File: src/verilog/fps_pkg.sv
package fps_pkg;

  // register offsets
  localparam logic [11:0] OFS_COLOR_CAPS  = 12'h014;
  localparam logic [11:0] OFS_PIXEL_COUNT = 12'h034;
  localparam logic [11:0] OFS_BYTES_HIGH  = 12'h038;
  localparam logic [11:0] OFS_BYTES_LOW   = 12'h03c;
  localparam logic [11:0] OFS_PKT_LIMITS  = 12'h040;
  localparam logic [11:0] OFS_PKT_CONFIG  = 12'h044;
  localparam logic [11:0] OFS_PKT_COUNT   = 12'h048;

  // field positions
  localparam int FIELD_LO_LSB = 0;
  localparam int FIELD_HI_LSB = 16;

  // packet size figures
  localparam logic [15:0] PKT_UNIT       = 16'h0004;
  localparam logic [15:0] PKT_MAX        = 16'h1000;
  localparam logic [15:0] PKT_SIZE_RESET = 16'h1000;
  localparam logic [15:0] REC_PACKETS    = 16'h0400;

  // supported codings: mono 8 and mono 16
  localparam logic [31:0] COLOR_CAPS = 32'h0000_0021;

  // divider length in cycles
  localparam logic [5:0] DIV_STEPS = 6'h30;

  typedef enum logic [0:0] {SEQ_IDLE, SEQ_WAIT} fps_seq_type;

  // bytes per pixel times two, 0 for codings that are not supported
  function automatic logic [3:0] fps_bytes_x2(input logic [7:0] id);
    logic [3:0] r;
    r = 4'h0;
    if (COLOR_CAPS[id[4:0]] && id < 8'h0b) begin
      unique case (id)
        8'h00, 8'h09:         r = 4'h2;
        8'h01:                r = 4'h3;
        8'h02, 8'h05, 8'h07,
        8'h0a:                r = 4'h4;
        8'h03, 8'h04:         r = 4'h6;
        default:              r = 4'hc;
      endcase
    end
    return r;
  endfunction

endpackage

File: src/verilog/fps_sizing_regs.sv
`timescale 1ns/1ps
module fps_sizing_regs (
  // clock and reset
  input  wire logic        mclk,
  input  wire logic        rstn,
  // register access
  input  wire logic        reg_sel,
  input  wire logic        reg_we,
  input  wire logic [11:0] reg_addr,
  input  wire logic [31:0] reg_wdata,
  output logic      [31:0] reg_rdata,
  output logic             reg_ack,
  // mode settings
  input  wire logic [15:0] aoi_width,
  input  wire logic [15:0] aoi_height,
  input  wire logic [7:0]  coding_id,
  input  wire logic [31:0] smart_extra_bytes,
  // to the packetiser
  output logic      [15:0] packet_bytes,
  output logic      [31:0] frame_packets,
  output logic             sizing_busy
);

  typedef struct packed {
    logic [31:0]         rdata;
    logic                ack;
    logic [31:0]         pixels;
    logic [47:0]         bytes;
    logic [31:0]         ppf;
    logic [15:0]         pkt;
    logic [15:0]         rec;
    logic [15:0]         width;
    logic [15:0]         height;
    logic [7:0]          coding;
    logic [31:0]         extra;
    logic                start;
    logic                pending;
    logic                busy;
    fps_pkg::fps_seq_type seq;
  } fps_regs_type;

  fps_regs_type s;
  fps_regs_type next_s;

  logic [31:0] calc_pixels;
  logic [47:0] calc_bytes;
  logic        ppf_done;
  logic [31:0] ppf_quot;
  logic [31:0] rec_quot;
  logic [16:0] rec_round;
  logic [15:0] rec_val;
  logic        changed;
  logic        wr_config;

  function automatic logic hit(input logic [11:0] a, input logic [11:0] ofs);
    return a == ofs;
  endfunction

  fps_frame_calc u_calc (
    .width       (aoi_width),
    .height      (aoi_height),
    .coding      (coding_id),
    .extra_bytes (smart_extra_bytes),
    .pixels      (calc_pixels),
    .bytes       (calc_bytes)
  );

  // ceiling division: packets per frame
  fps_divider u_ppf (
    .mclk  (mclk),
    .rstn  (rstn),
    .start (s.start),
    .num   (s.bytes + {32'h0000_0000, s.pkt} - 48'h0000_0000_0001),
    .den   (s.pkt),
    .done  (ppf_done),
    .quot  (ppf_quot)
  );

  // fastest rate assumed to allow a fixed packet budget per frame
  fps_divider u_rec (
    .mclk  (mclk),
    .rstn  (rstn),
    .start (s.start),
    .num   (s.bytes + {32'h0000_0000, fps_pkg::REC_PACKETS} - 48'h0000_0000_0001),
    .den   (fps_pkg::REC_PACKETS),
    .done  (),
    .quot  (rec_quot)
  );

  always_comb begin
    next_s    = s;
    wr_config = reg_sel && reg_we && hit(reg_addr, fps_pkg::OFS_PKT_CONFIG);
    changed   = (aoi_width != s.width) || (aoi_height != s.height) ||
                (coding_id != s.coding) || (smart_extra_bytes != s.extra) || wr_config;

    // recommended size on the step grid, within the limits
    rec_round = ({1'b0, rec_quot[15:0]} + 17'h0_0003) & ~17'h0_0003;
    if (rec_quot > {16'h0000, fps_pkg::PKT_MAX}) begin
      rec_val = fps_pkg::PKT_MAX;
    end else if (rec_round < {1'b0, fps_pkg::PKT_UNIT}) begin
      rec_val = fps_pkg::PKT_UNIT;
    end else begin
      rec_val = rec_round[15:0];
    end

    next_s.width  = aoi_width;
    next_s.height = aoi_height;
    next_s.coding = coding_id;
    next_s.extra  = smart_extra_bytes;
    next_s.pixels = calc_pixels;
    next_s.bytes  = calc_bytes;
    next_s.start  = 1'b0;
    next_s.ack    = reg_sel;
    next_s.rdata  = 32'h0000_0000;

    // only the low half is writable; all else ignores writes
    if (wr_config) begin
      next_s.pkt = reg_wdata[fps_pkg::FIELD_LO_LSB +: 16];
    end

    if (reg_sel && !reg_we) begin
      unique case (1'b1)
        hit(reg_addr, fps_pkg::OFS_COLOR_CAPS):  next_s.rdata = fps_pkg::COLOR_CAPS;
        hit(reg_addr, fps_pkg::OFS_PIXEL_COUNT): next_s.rdata = s.pixels;
        hit(reg_addr, fps_pkg::OFS_BYTES_HIGH):  next_s.rdata = {16'h0000, s.bytes[47:32]};
        hit(reg_addr, fps_pkg::OFS_BYTES_LOW):   next_s.rdata = s.bytes[31:0];
        hit(reg_addr, fps_pkg::OFS_PKT_LIMITS):  next_s.rdata = {fps_pkg::PKT_MAX,
                                                                 fps_pkg::PKT_UNIT};
        hit(reg_addr, fps_pkg::OFS_PKT_CONFIG):  next_s.rdata = {s.rec, s.pkt};
        hit(reg_addr, fps_pkg::OFS_PKT_COUNT):   next_s.rdata = s.ppf;
        default:                                 next_s.rdata = 32'h0000_0000;
      endcase
    end

    // a change during a run is remembered and rerun, never dropped
    unique case (s.seq)
      fps_pkg::SEQ_IDLE: begin
        if (changed || s.pending) begin
          next_s.start   = 1'b1;
          next_s.pending = 1'b0;
          next_s.seq     = fps_pkg::SEQ_WAIT;
        end
      end
      fps_pkg::SEQ_WAIT: begin
        if (changed) begin
          next_s.pending = 1'b1;
        end
        if (ppf_done) begin
          next_s.ppf = ppf_quot;
          next_s.rec = rec_val;
          next_s.seq = fps_pkg::SEQ_IDLE;
        end
      end
    endcase
    next_s.busy = (next_s.seq == fps_pkg::SEQ_WAIT);
  end

  always_ff @(posedge mclk) begin
    if (!rstn) begin
      s       <= '0;
      s.pkt   <= fps_pkg::PKT_SIZE_RESET;
      s.rec   <= fps_pkg::PKT_MAX;
    end else begin
      s <= next_s;
    end
  end

  assign reg_rdata     = s.rdata;
  assign reg_ack       = s.ack;
  assign packet_bytes  = s.pkt;
  assign frame_packets = s.ppf;
  assign sizing_busy   = s.busy;

  logic [63:0] prod_hi;
  logic [63:0] prod_lo;
  assign prod_hi = {32'h0000_0000, s.ppf} * {48'h0000_0000_0000, s.pkt};
  assign prod_lo = {32'h0000_0000, s.ppf - 32'h0000_0001} * {48'h0000_0000_0000, s.pkt};
endmodule

File: src/verilog/fps_frame_calc.sv
`timescale 1ns/1ps
module fps_frame_calc (
  // settings
  input  wire logic [15:0] width,
  input  wire logic [15:0] height,
  input  wire logic [7:0]  coding,
  input  wire logic [31:0] extra_bytes,
  // totals
  output logic      [31:0] pixels,
  output logic      [47:0] bytes
);

  logic [35:0] half_bytes;
  logic [35:0] image_bytes;
  logic [35:0] padded;

  always_comb begin
    pixels      = {16'h0000, width} * {16'h0000, height};
    half_bytes  = {4'h0, pixels} * {32'h0000_0000, fps_pkg::fps_bytes_x2(coding)};
    // odd half-byte rounds up to a whole byte
    image_bytes = (half_bytes + 36'h0_0000_0001) >> 1;
    // quadlet padding, then bytes added by smart features
    padded      = (image_bytes + 36'h0_0000_0003) & ~36'h0_0000_0003;
    bytes       = {12'h000, padded} + {16'h0000, extra_bytes};
  end

endmodule

File: src/verilog/fps_divider.sv
`timescale 1ns/1ps
module fps_divider (
  // clock and reset
  input  wire logic        mclk,
  input  wire logic        rstn,
  // request
  input  wire logic        start,
  input  wire logic [47:0] num,
  input  wire logic [15:0] den,
  // answer
  output logic             done,
  output logic      [31:0] quot
);

  typedef struct packed {
    logic [5:0]  cnt;
    logic [16:0] rem;
    logic [47:0] q;
    logic [15:0] den;
    logic        busy;
    logic        done;
    logic [31:0] quot;
  } fps_div_type;

  fps_div_type s;
  fps_div_type next_s;
  logic [16:0] shifted;

  always_comb begin
    next_s  = s;
    shifted = {s.rem[15:0], s.q[47]};
    next_s.done = 1'b0;
    if (start) begin
      next_s.q    = num;
      next_s.rem  = 17'h0_0000;
      next_s.den  = den;
      next_s.cnt  = fps_pkg::DIV_STEPS;
      next_s.busy = 1'b1;
    end else if (s.busy) begin
      if (shifted >= {1'b0, s.den}) begin
        next_s.rem = shifted - {1'b0, s.den};
        next_s.q   = {s.q[46:0], 1'b1};
      end else begin
        next_s.rem = shifted;
        next_s.q   = {s.q[46:0], 1'b0};
      end
      next_s.cnt = s.cnt - 6'h01;
      if (s.cnt == 6'h01) begin
        next_s.busy = 1'b0;
        next_s.done = 1'b1;
        // zero divisor or oversize result saturates
        if (s.den == 16'h0000 || next_s.q[47:32] != 16'h0000) begin
          next_s.quot = 32'hffff_ffff;
        end else begin
          next_s.quot = next_s.q[31:0];
        end
      end
    end
  end

  always_ff @(posedge mclk) begin
    if (!rstn) begin
      s <= '0;
    end else begin
      s <= next_s;
    end
  end

  assign done = s.done;
  assign quot = s.quot;

endmodule

File: config.mk
export PLATFORM = sky130hd
export DESIGN_NAME = fps_sizing_regs
export DESIGN_NICKNAME = d
export VERILOG_FILES = /design/src/verilog/fps_pkg.sv /design/src/verilog/fps_sizing_regs.sv /design/src/verilog/fps_frame_calc.sv /design/src/verilog/fps_divider.sv
export SDC_FILE = /design/constraint.sdc
export NUM_CORES = 2
export LEC_CHECK = 0
export BUFFER_PORTS_ARGS = -buffer_cell sky130_fd_sc_hd__buf_4
export CAP_MARGIN = 15
export CORE_ASPECT_RATIO = 1.4
export CORE_MARGIN = 2
export CORE_UTILIZATION = 63
export CTS_CLUSTER_SIZE = 30
export DETAILED_ROUTE_END_ITERATION = 12
export PLACE_DENSITY = 0.82
export SYNTH_ARGS = -nofsm -noshare
export SYNTH_HDL_FRONTEND = slang
export SYNTH_SLANG_ARGS = --single-unit
File: constraint.sdc
create_clock -name mclk -period 16.8 [get_ports mclk]
set_clock_uncertainty 0.1 [all_clocks]
set_input_delay 0.84 -clock mclk [delete_from_list [all_inputs] [get_ports mclk]]
set_output_delay 0.84 -clock mclk [all_outputs]
set_load 0.01 [all_outputs]
# Word level (Yosys, flattened, before mapping)
# Memory sizes are Yosys's and may differ from the RTL's.
# Cells that the tools add are included.
# totals
word_cells	127
romBits	96
latchBits	0
ram_bits	0
output_inout_bits	82
inputBits	120
register_bits	478
mem_count	2
# memory_table
memory	words	width	read_ports	rd_clocked_by_memory_dff	wr	line	rtl
(no name shown)	16	4	1	0	0	fps_pkg.sv:35	unique case (id)
(no name shown)	32	1	1	0	0	fps_pkg.sv:34	if (COLOR_CAPS[id[4:0]] && id < 8'h0b) begin
# op_classes
n_reduce_logical	27
div_mod_pow	0
bitwise_logic	4
shifts	0
n_mul	2
mux	30
eq_ne	15
addsub	12
order_cmp	6
# op_table
operator	n
65-bit two-way mux	6
71-bit two-way mux	4
32-bit one-hot mux with 7 select lines	1
34-bit two-way mux	4
48-bit by 1-bit subtractor with 48-bit output (second input constant)	2
32-bit two-way mux	2
48-bit by 11-bit adder with 48-bit output (second input constant)	1
48-bit by 16-bit adder with 48-bit output	1
36-bit by 32-bit adder with 37-bit output	1
35-bit by 2-bit adder with 36-bit output (second input constant)	1
36-bit by 1-bit adder with 36-bit output (second input constant)	1
12-bit by 6-bit == test with 1-bit output (second input constant)	3
12-bit by 7-bit == test with 1-bit output (second input constant)	3
32-bit by 4-bit multiplier with 36-bit output	1
32-bit by 13-bit > comparator with 1-bit output (second input constant)	1
16-bit zero test	2
16-bit by 16-bit multiplier with 32-bit output	1
16-bit two-way mux	2
16-bit != test	2
32-bit != test	1
16-bit nonzero test	2
16-bit by 2-bit adder with 17-bit output (second input constant)	1
17-bit by 11-bit >= comparator with 1-bit output	1
17-bit by 16-bit >= comparator with 1-bit output	1
25 further kinds	51

# Logic depth before layout (Yosys ltp)
# logic_depth
ltp_word	10
mapped_depth	53
ltp_nobuf	50

# Modules after synthesis
# From an unflattened synthesis, not the netlist that was laid out.
# hier_totals
cells_unflattened	4911
hier_area_um2	41632.4
# modules_own_cells
mod	instances	cells_each	seq_area_each_um2	area_per_inst_um2
fps_frame_calc	1	1938	0.0	15157.0
fps_sizing_regs	1	1675	5004.8	14168.6
fps_divider at u_rec	1	658	2402.3	6158.4
fps_divider at u_ppf	1	640	2402.3	6148.4

# Worst setup path after synthesis
# OpenSTA, ideal clock, no wires.
# synth_path
path_kind	input to register
from	input port aoi_width[8]
to	register s[174] (netlist name)
path_stages	48
t_arrival_ns	12.001
path_buffers	3
setup_time_ns	0.115
required_time_ns	16.585
path_slack_ns	4.584
cell_sequence	clkbuf_1 -> clkbuf_1 -> nand2_1 -> fa_1 -> fa_1 -> fa_1 -> fa_1 -> inv_1 -> fa_1 -> inv_1 -> fa_1 -> inv_1 -> ha_1 -> a21oi_1 -> o22ai_1 -> a21o_1 -> o21ai_0 -> nor2b_1 -> [... 12 more ...] -> or2_2 -> nor2_1 -> a211oi_1 -> nand4b_2 -> or3_4 -> nor4b_4 -> and4_4 -> nand2_1 -> mux2i_1 -> xnor2_1 -> ha_1 -> nand3_1 -> nor2_1 -> a31oi_1 -> a31oi_1 -> maj3_1 -> and3_1 -> o21a_1
# synth_between
elab_chain_len	5
# synth_rtl
element	line	rtl
start: declaration	fps_sizing_regs.sv:14	input wire logic [15:0] aoi_width,
16-bit by 16-bit multiplier with 32-bit output	fps_frame_calc.sv:18	pixels = {16'h0000, width} * {16'h0000, height};
32-bit by 4-bit multiplier with 36-bit output	fps_frame_calc.sv:19	half_bytes = {4'h0, pixels} * {32'h0000_0000, fps_pkg::fps_bytes_x2(coding)};
36-bit by 1-bit adder with 36-bit output	fps_frame_calc.sv:21	image_bytes = (half_bytes + 36'h0_0000_0001) >> 1;
35-bit by 2-bit adder with 36-bit output	fps_frame_calc.sv:23	padded = (image_bytes + 36'h0_0000_0003) & ~36'h0_0000_0003;
36-bit by 32-bit adder with 37-bit output	fps_frame_calc.sv:24	bytes = {12'h000, padded} + {16'h0000, extra_bytes};
end signal: assignment	fps_sizing_regs.sv:164	s <= next_s;
end: declaration	fps_sizing_regs.sv:42	fps_regs_type s;
# No other way between the ends.
# A chain may end at the register's enable or synchronous reset.

# Final worst setup path
# layout_path
from	input port aoi_height[6]
to	register s[174] (netlist name)
# layout_between
elab_chain_len	5
# layout_rtl
element	line	rtl
start: declaration	fps_sizing_regs.sv:15	input wire logic [15:0] aoi_height,
16-bit by 16-bit multiplier with 32-bit output	fps_frame_calc.sv:18	
32-bit by 4-bit multiplier with 36-bit output	fps_frame_calc.sv:19	
36-bit by 1-bit adder with 36-bit output	fps_frame_calc.sv:21	
35-bit by 2-bit adder with 36-bit output	fps_frame_calc.sv:23	
36-bit by 32-bit adder with 37-bit output	fps_frame_calc.sv:24	
# No other way between the ends.

==> results.md <==
- The run finished with clean final reports.
- The count of pins on the block boundary is approximately 200.
- Counting every net in the synthesized netlist gives 4891.
- The worst register-to-register path begins at packet_bytes[2].
- The hold violation count in the final report came to 0.
- In this run the tightest slew margin relative to its limit is 29.3%.
- The count of instances resized after the clock tree is built is 0.
- Setup violations remaining at the end of the flow were counted as 0.
- The time the final worst path needs with I/O delays and setup is between 10 and 15 ns.
- The most repeated library cell on the critical path is sky130_fd_sc_hd__fa_1.
- Data on the critical path arrives at its endpoint at approximately 13 ns.
- The core occupancy in the finished layout is a little under 70%.
- STA classifies the critical path startpoint as a primary input.
- The first TritonRoute pass finished after 6 iterations.
- The total overflow left after global routing is 0.
- The worst hold path class is flop to flop.
- The worst hold path passes through 2 cells.
- The library cell used most frequently in the layout, excluding fill and tap cells, is sky130_fd_sc_hd__inv_1.
- The final non-filler cell area is about 39000 um^2.
- In this run the most critical hold path is launched from s[78].
- The endpoint of the worst hold path is s[78].
- The number of clock sinks is 461.
- The total clock buffers created by CTS is 45.
- The biggest area consumer among synthesized cells is sky130_fd_sc_hd__dfxtp_1.
- The initial antenna violation count was 4.
- The mapped netlist covers 36000 um^2.
- The number of standard-cell rows in the floorplan is between 100 and 150.
- The worst-margin pin slew is 1.06 ns.
- The number of flops mapped to enable cells by yosys is 0.
- Synthesis produced a netlist whose cell count is 4240.
- The first global-routing pass estimated 160 mm of wire.
- The synthesized area per cell is roughly 8.5 um^2.
- The detailed router placed a little over 30k vias in this run.
- The sum of negative setup slack is 0 ns.
- The number of cells on the worst reg-to-reg path is 17.
- The total global-route track usage is about a third.
- In this run the number of H-tree levels came out at 2.
- After floorplanning, the core was sized to cover 56400 um^2.
- Derived from the worst setup path, the maximum achievable clock frequency is 77.2 MHz.
- Counting along the longest clock path gives a buffer depth of 3.
- TritonCTS built the clock tree.
- The count of max-cap constraint violations is 0.
- The proportion of synthesized chip area in sequential cells is 25.6%.
- The share of post-route cells with drive strength above 1 is under 10%.
- In the final routed layout, each cell accounts on average for between 20 and 25 um.
- The setup slack of the most critical reg-to-reg path is 11.56 ns.
- For this run, the slowest stage of the critical path takes ~0.75 ns.
- The number of pins exceeding their max-slew limit in the final report is 0.
- The area growth from synthesis to layout is 7.86%.
- In the layout the commonest cells are sky130_fd_sc_hd__inv_1, sky130_fd_sc_hd__dfxtp_1, sky130_fd_sc_hd__nand2_1.
- The routability-driven placement congestion ratio is 0.972.
- After detailed routing, the number of remaining DRC violations is 0.
- The total power per unit cell area is 156 nW/um^2.
- Counting flops with an async set or reset pin after synthesis yields a share of 0%.
- After synthesis, the cell types taking the most area are sky130_fd_sc_hd__dfxtp_1, sky130_fd_sc_hd__fa_1, sky130_fd_sc_hd__ha_1.
- In this run the worst path has a maximum fanout of 18.
- In this run, distinct cell masters in the synthesized netlist total 81.
- The die is 206 um wide.
- Setup repair after global routing left no endpoint under its margin.
- The worst register-to-register path ends at u_ppf.s[88].
- After the first detailed-routing iteration, the DRC count stood at 2339.
- In this run the vertical extent of the chip is 287 um.
- The detailed-route vias per instance is 6.05.
- The startpoint-to-endpoint class of the critical path is primary input to flop.
- The area share of the leading cell type in the synthesized netlist is between 20% and 30%.
- The synthesized design contains roughly 460 register bits.
- The via count of the first global-routing pass is 30.7k.
- The HPWL after detailed placement is 77.9 mm.
- In this run the static leakage power is 17.6 nW.
- Data on the critical path is required at its endpoint by 17.19 ns.
- The critical path capture point type is a flop.
- The standard cell area after detailed placement is about 37000 um^2.
- The CTS root buffer is sky130_fd_sc_hd__clkbuf_16.
- After clock tree synthesis, the flow added hold-fix buffers numbering 0.
- The floorplan die area is ~59000 um^2.
- The most instantiated flip-flop cell in the synthesis netlist is sky130_fd_sc_hd__dfxtp_1.
- For this run, the post-layout net count is 4868.
- The clock slew at the register clock pins of the worst setup and hold paths is 0.07 ns.
- Buffers placed on the I/O ports in this run total 185.
- Post-CTS timing repair inserted 0 buffers for setup.
- The largest net degree at the start of global routing is just under 90.
- The final wirelength is 101 mm.
- The detail route stage leaves a number of antenna-violating nets equal to 0.
- The slowest stage of the critical path is the sky130_fd_sc_hd__xor2_1 cell.
- The worst supply voltage drop on vdd is 0.336 mV.
- The number of synthesis warnings is 0.
- The worst-skew pair later-pin latency is 0.60 ns.
- The portion of the clock cycle consumed by the worst path in the final layout is 77.1%.
- The initial standard-cell utilization of the core is 63.9%.
-- power breakdown --
group	leakage [nW]	switching, mW	internal [mW]
combinational	13.0	2.52	1.19
clock	0.794	0.468	0.636
sequential	3.77	0.0602	1.18
-- sequential cells by signal, indices dropped and copies added (netlist names) --
signal	cells
s	156
u_ppf.s	87
u_rec.s	72
frame_packets	32
reg_rdata	32
u_ppf.quot	32
u_rec.quot	32
packet_bytes	16
reg_ack	1
u_ppf.done	1
-- Yosys cell counts (80+ instances only) --
cell type / count
sky130_fd_sc_hd__a211oi_1: 131
sky130_fd_sc_hd__a21oi_1: 233
sky130_fd_sc_hd__and2_1: 211
sky130_fd_sc_hd__buf_4: 80
sky130_fd_sc_hd__clkbuf_1: 188
sky130_fd_sc_hd__dfxtp_1: 461
sky130_fd_sc_hd__fa_1: 257
sky130_fd_sc_hd__ha_1: 274
sky130_fd_sc_hd__inv_1: 519
sky130_fd_sc_hd__nand2_1: 442
sky130_fd_sc_hd__nor2_1: 293
sky130_fd_sc_hd__o21ai_0: 114
sky130_fd_sc_hd__xnor2_1: 147
sky130_fd_sc_hd__xor2_1: 90
-- how the worst max path moves through the flow --
stage / startpoint / endpoint / slack [ns] / depth (start not counted)
global placement: aoi_height[6] / s[174] / 3.44 / 46
floorplan: aoi_width[8] / s[174] / 4.58 / 48
CTS: aoi_height[6] / s[174] / 3.89 / 47
finish: aoi_height[6] / s[174] / 3.84 / 47
global route: aoi_height[6] / s[174] / 3.05 / 47
detailed placement: aoi_height[6] / s[174] / 3.29 / 46
-- worst max-delay path, delay by kind of cell --
kind	cells	cell delay, ns
mux	1	0.17
fa+ha+maj	12	5.77
xor+xnor	2	0.90
simple gates	14	2.74
compound gates	11	2.42
buf+inv	7	0.48
-- layout make-up --
class	count	area, um^2
Antenna cell	3	7.51
Clock buffer	56	1300
Clock inverter	25	313
Fill cell	4569	17600
Inverter	520	1960
Multi-Input combinational cell	2975	23500
Sequential cell	461	9240
Tap cell	735	920
Timing Repair Buffer	214	1610
-- metal layers --
layer / up-vias / global-route usage (%) / wire length [um]
li1: 14034 / - / -
met1: 14507 / 37.9 / 36100
met2: 1219 / 60.6 / 49800
met3: 411 / 5.00 / 6860
met4: 0 / 25.5 / 8670
met5: - / 0 / 0
-- kinds of logic (layout without fill, tap and decap cells) --
logic type      after synthesis  after routing  synth area share [%]
simple gates               1307           1307                  17.6
compound gates              826            826                  16.0
buf+inv                     804            815                  9.21
fa+ha+maj                   532            532                  23.8
flops                       461            461                  25.6
xor+xnor                    237            237                  5.76
mux                          72             72                  2.01
other cells                   1              4                0.0104
-- stage by stage --
step / hold slack, ns / worst slack (ns) / cells / power [mW]
2_1_floorplan: 0.314 / 4.58 / 4240 / 3.55
3_3_place_gp: 0.331 / 3.44 / 4905 / 4.83
3_5_place_dp: 0.335 / 3.29 / 4905 / 4.90
4_1_cts: 0.343 / 3.89 / 4986 / 6.01
5_1_grt: 0.372 / 3.05 / 4989 / 6.41
6_report: 0.341 / 3.84 / 4989 / 6.06
Note: power is estimated with default switching activity, not from simulation.
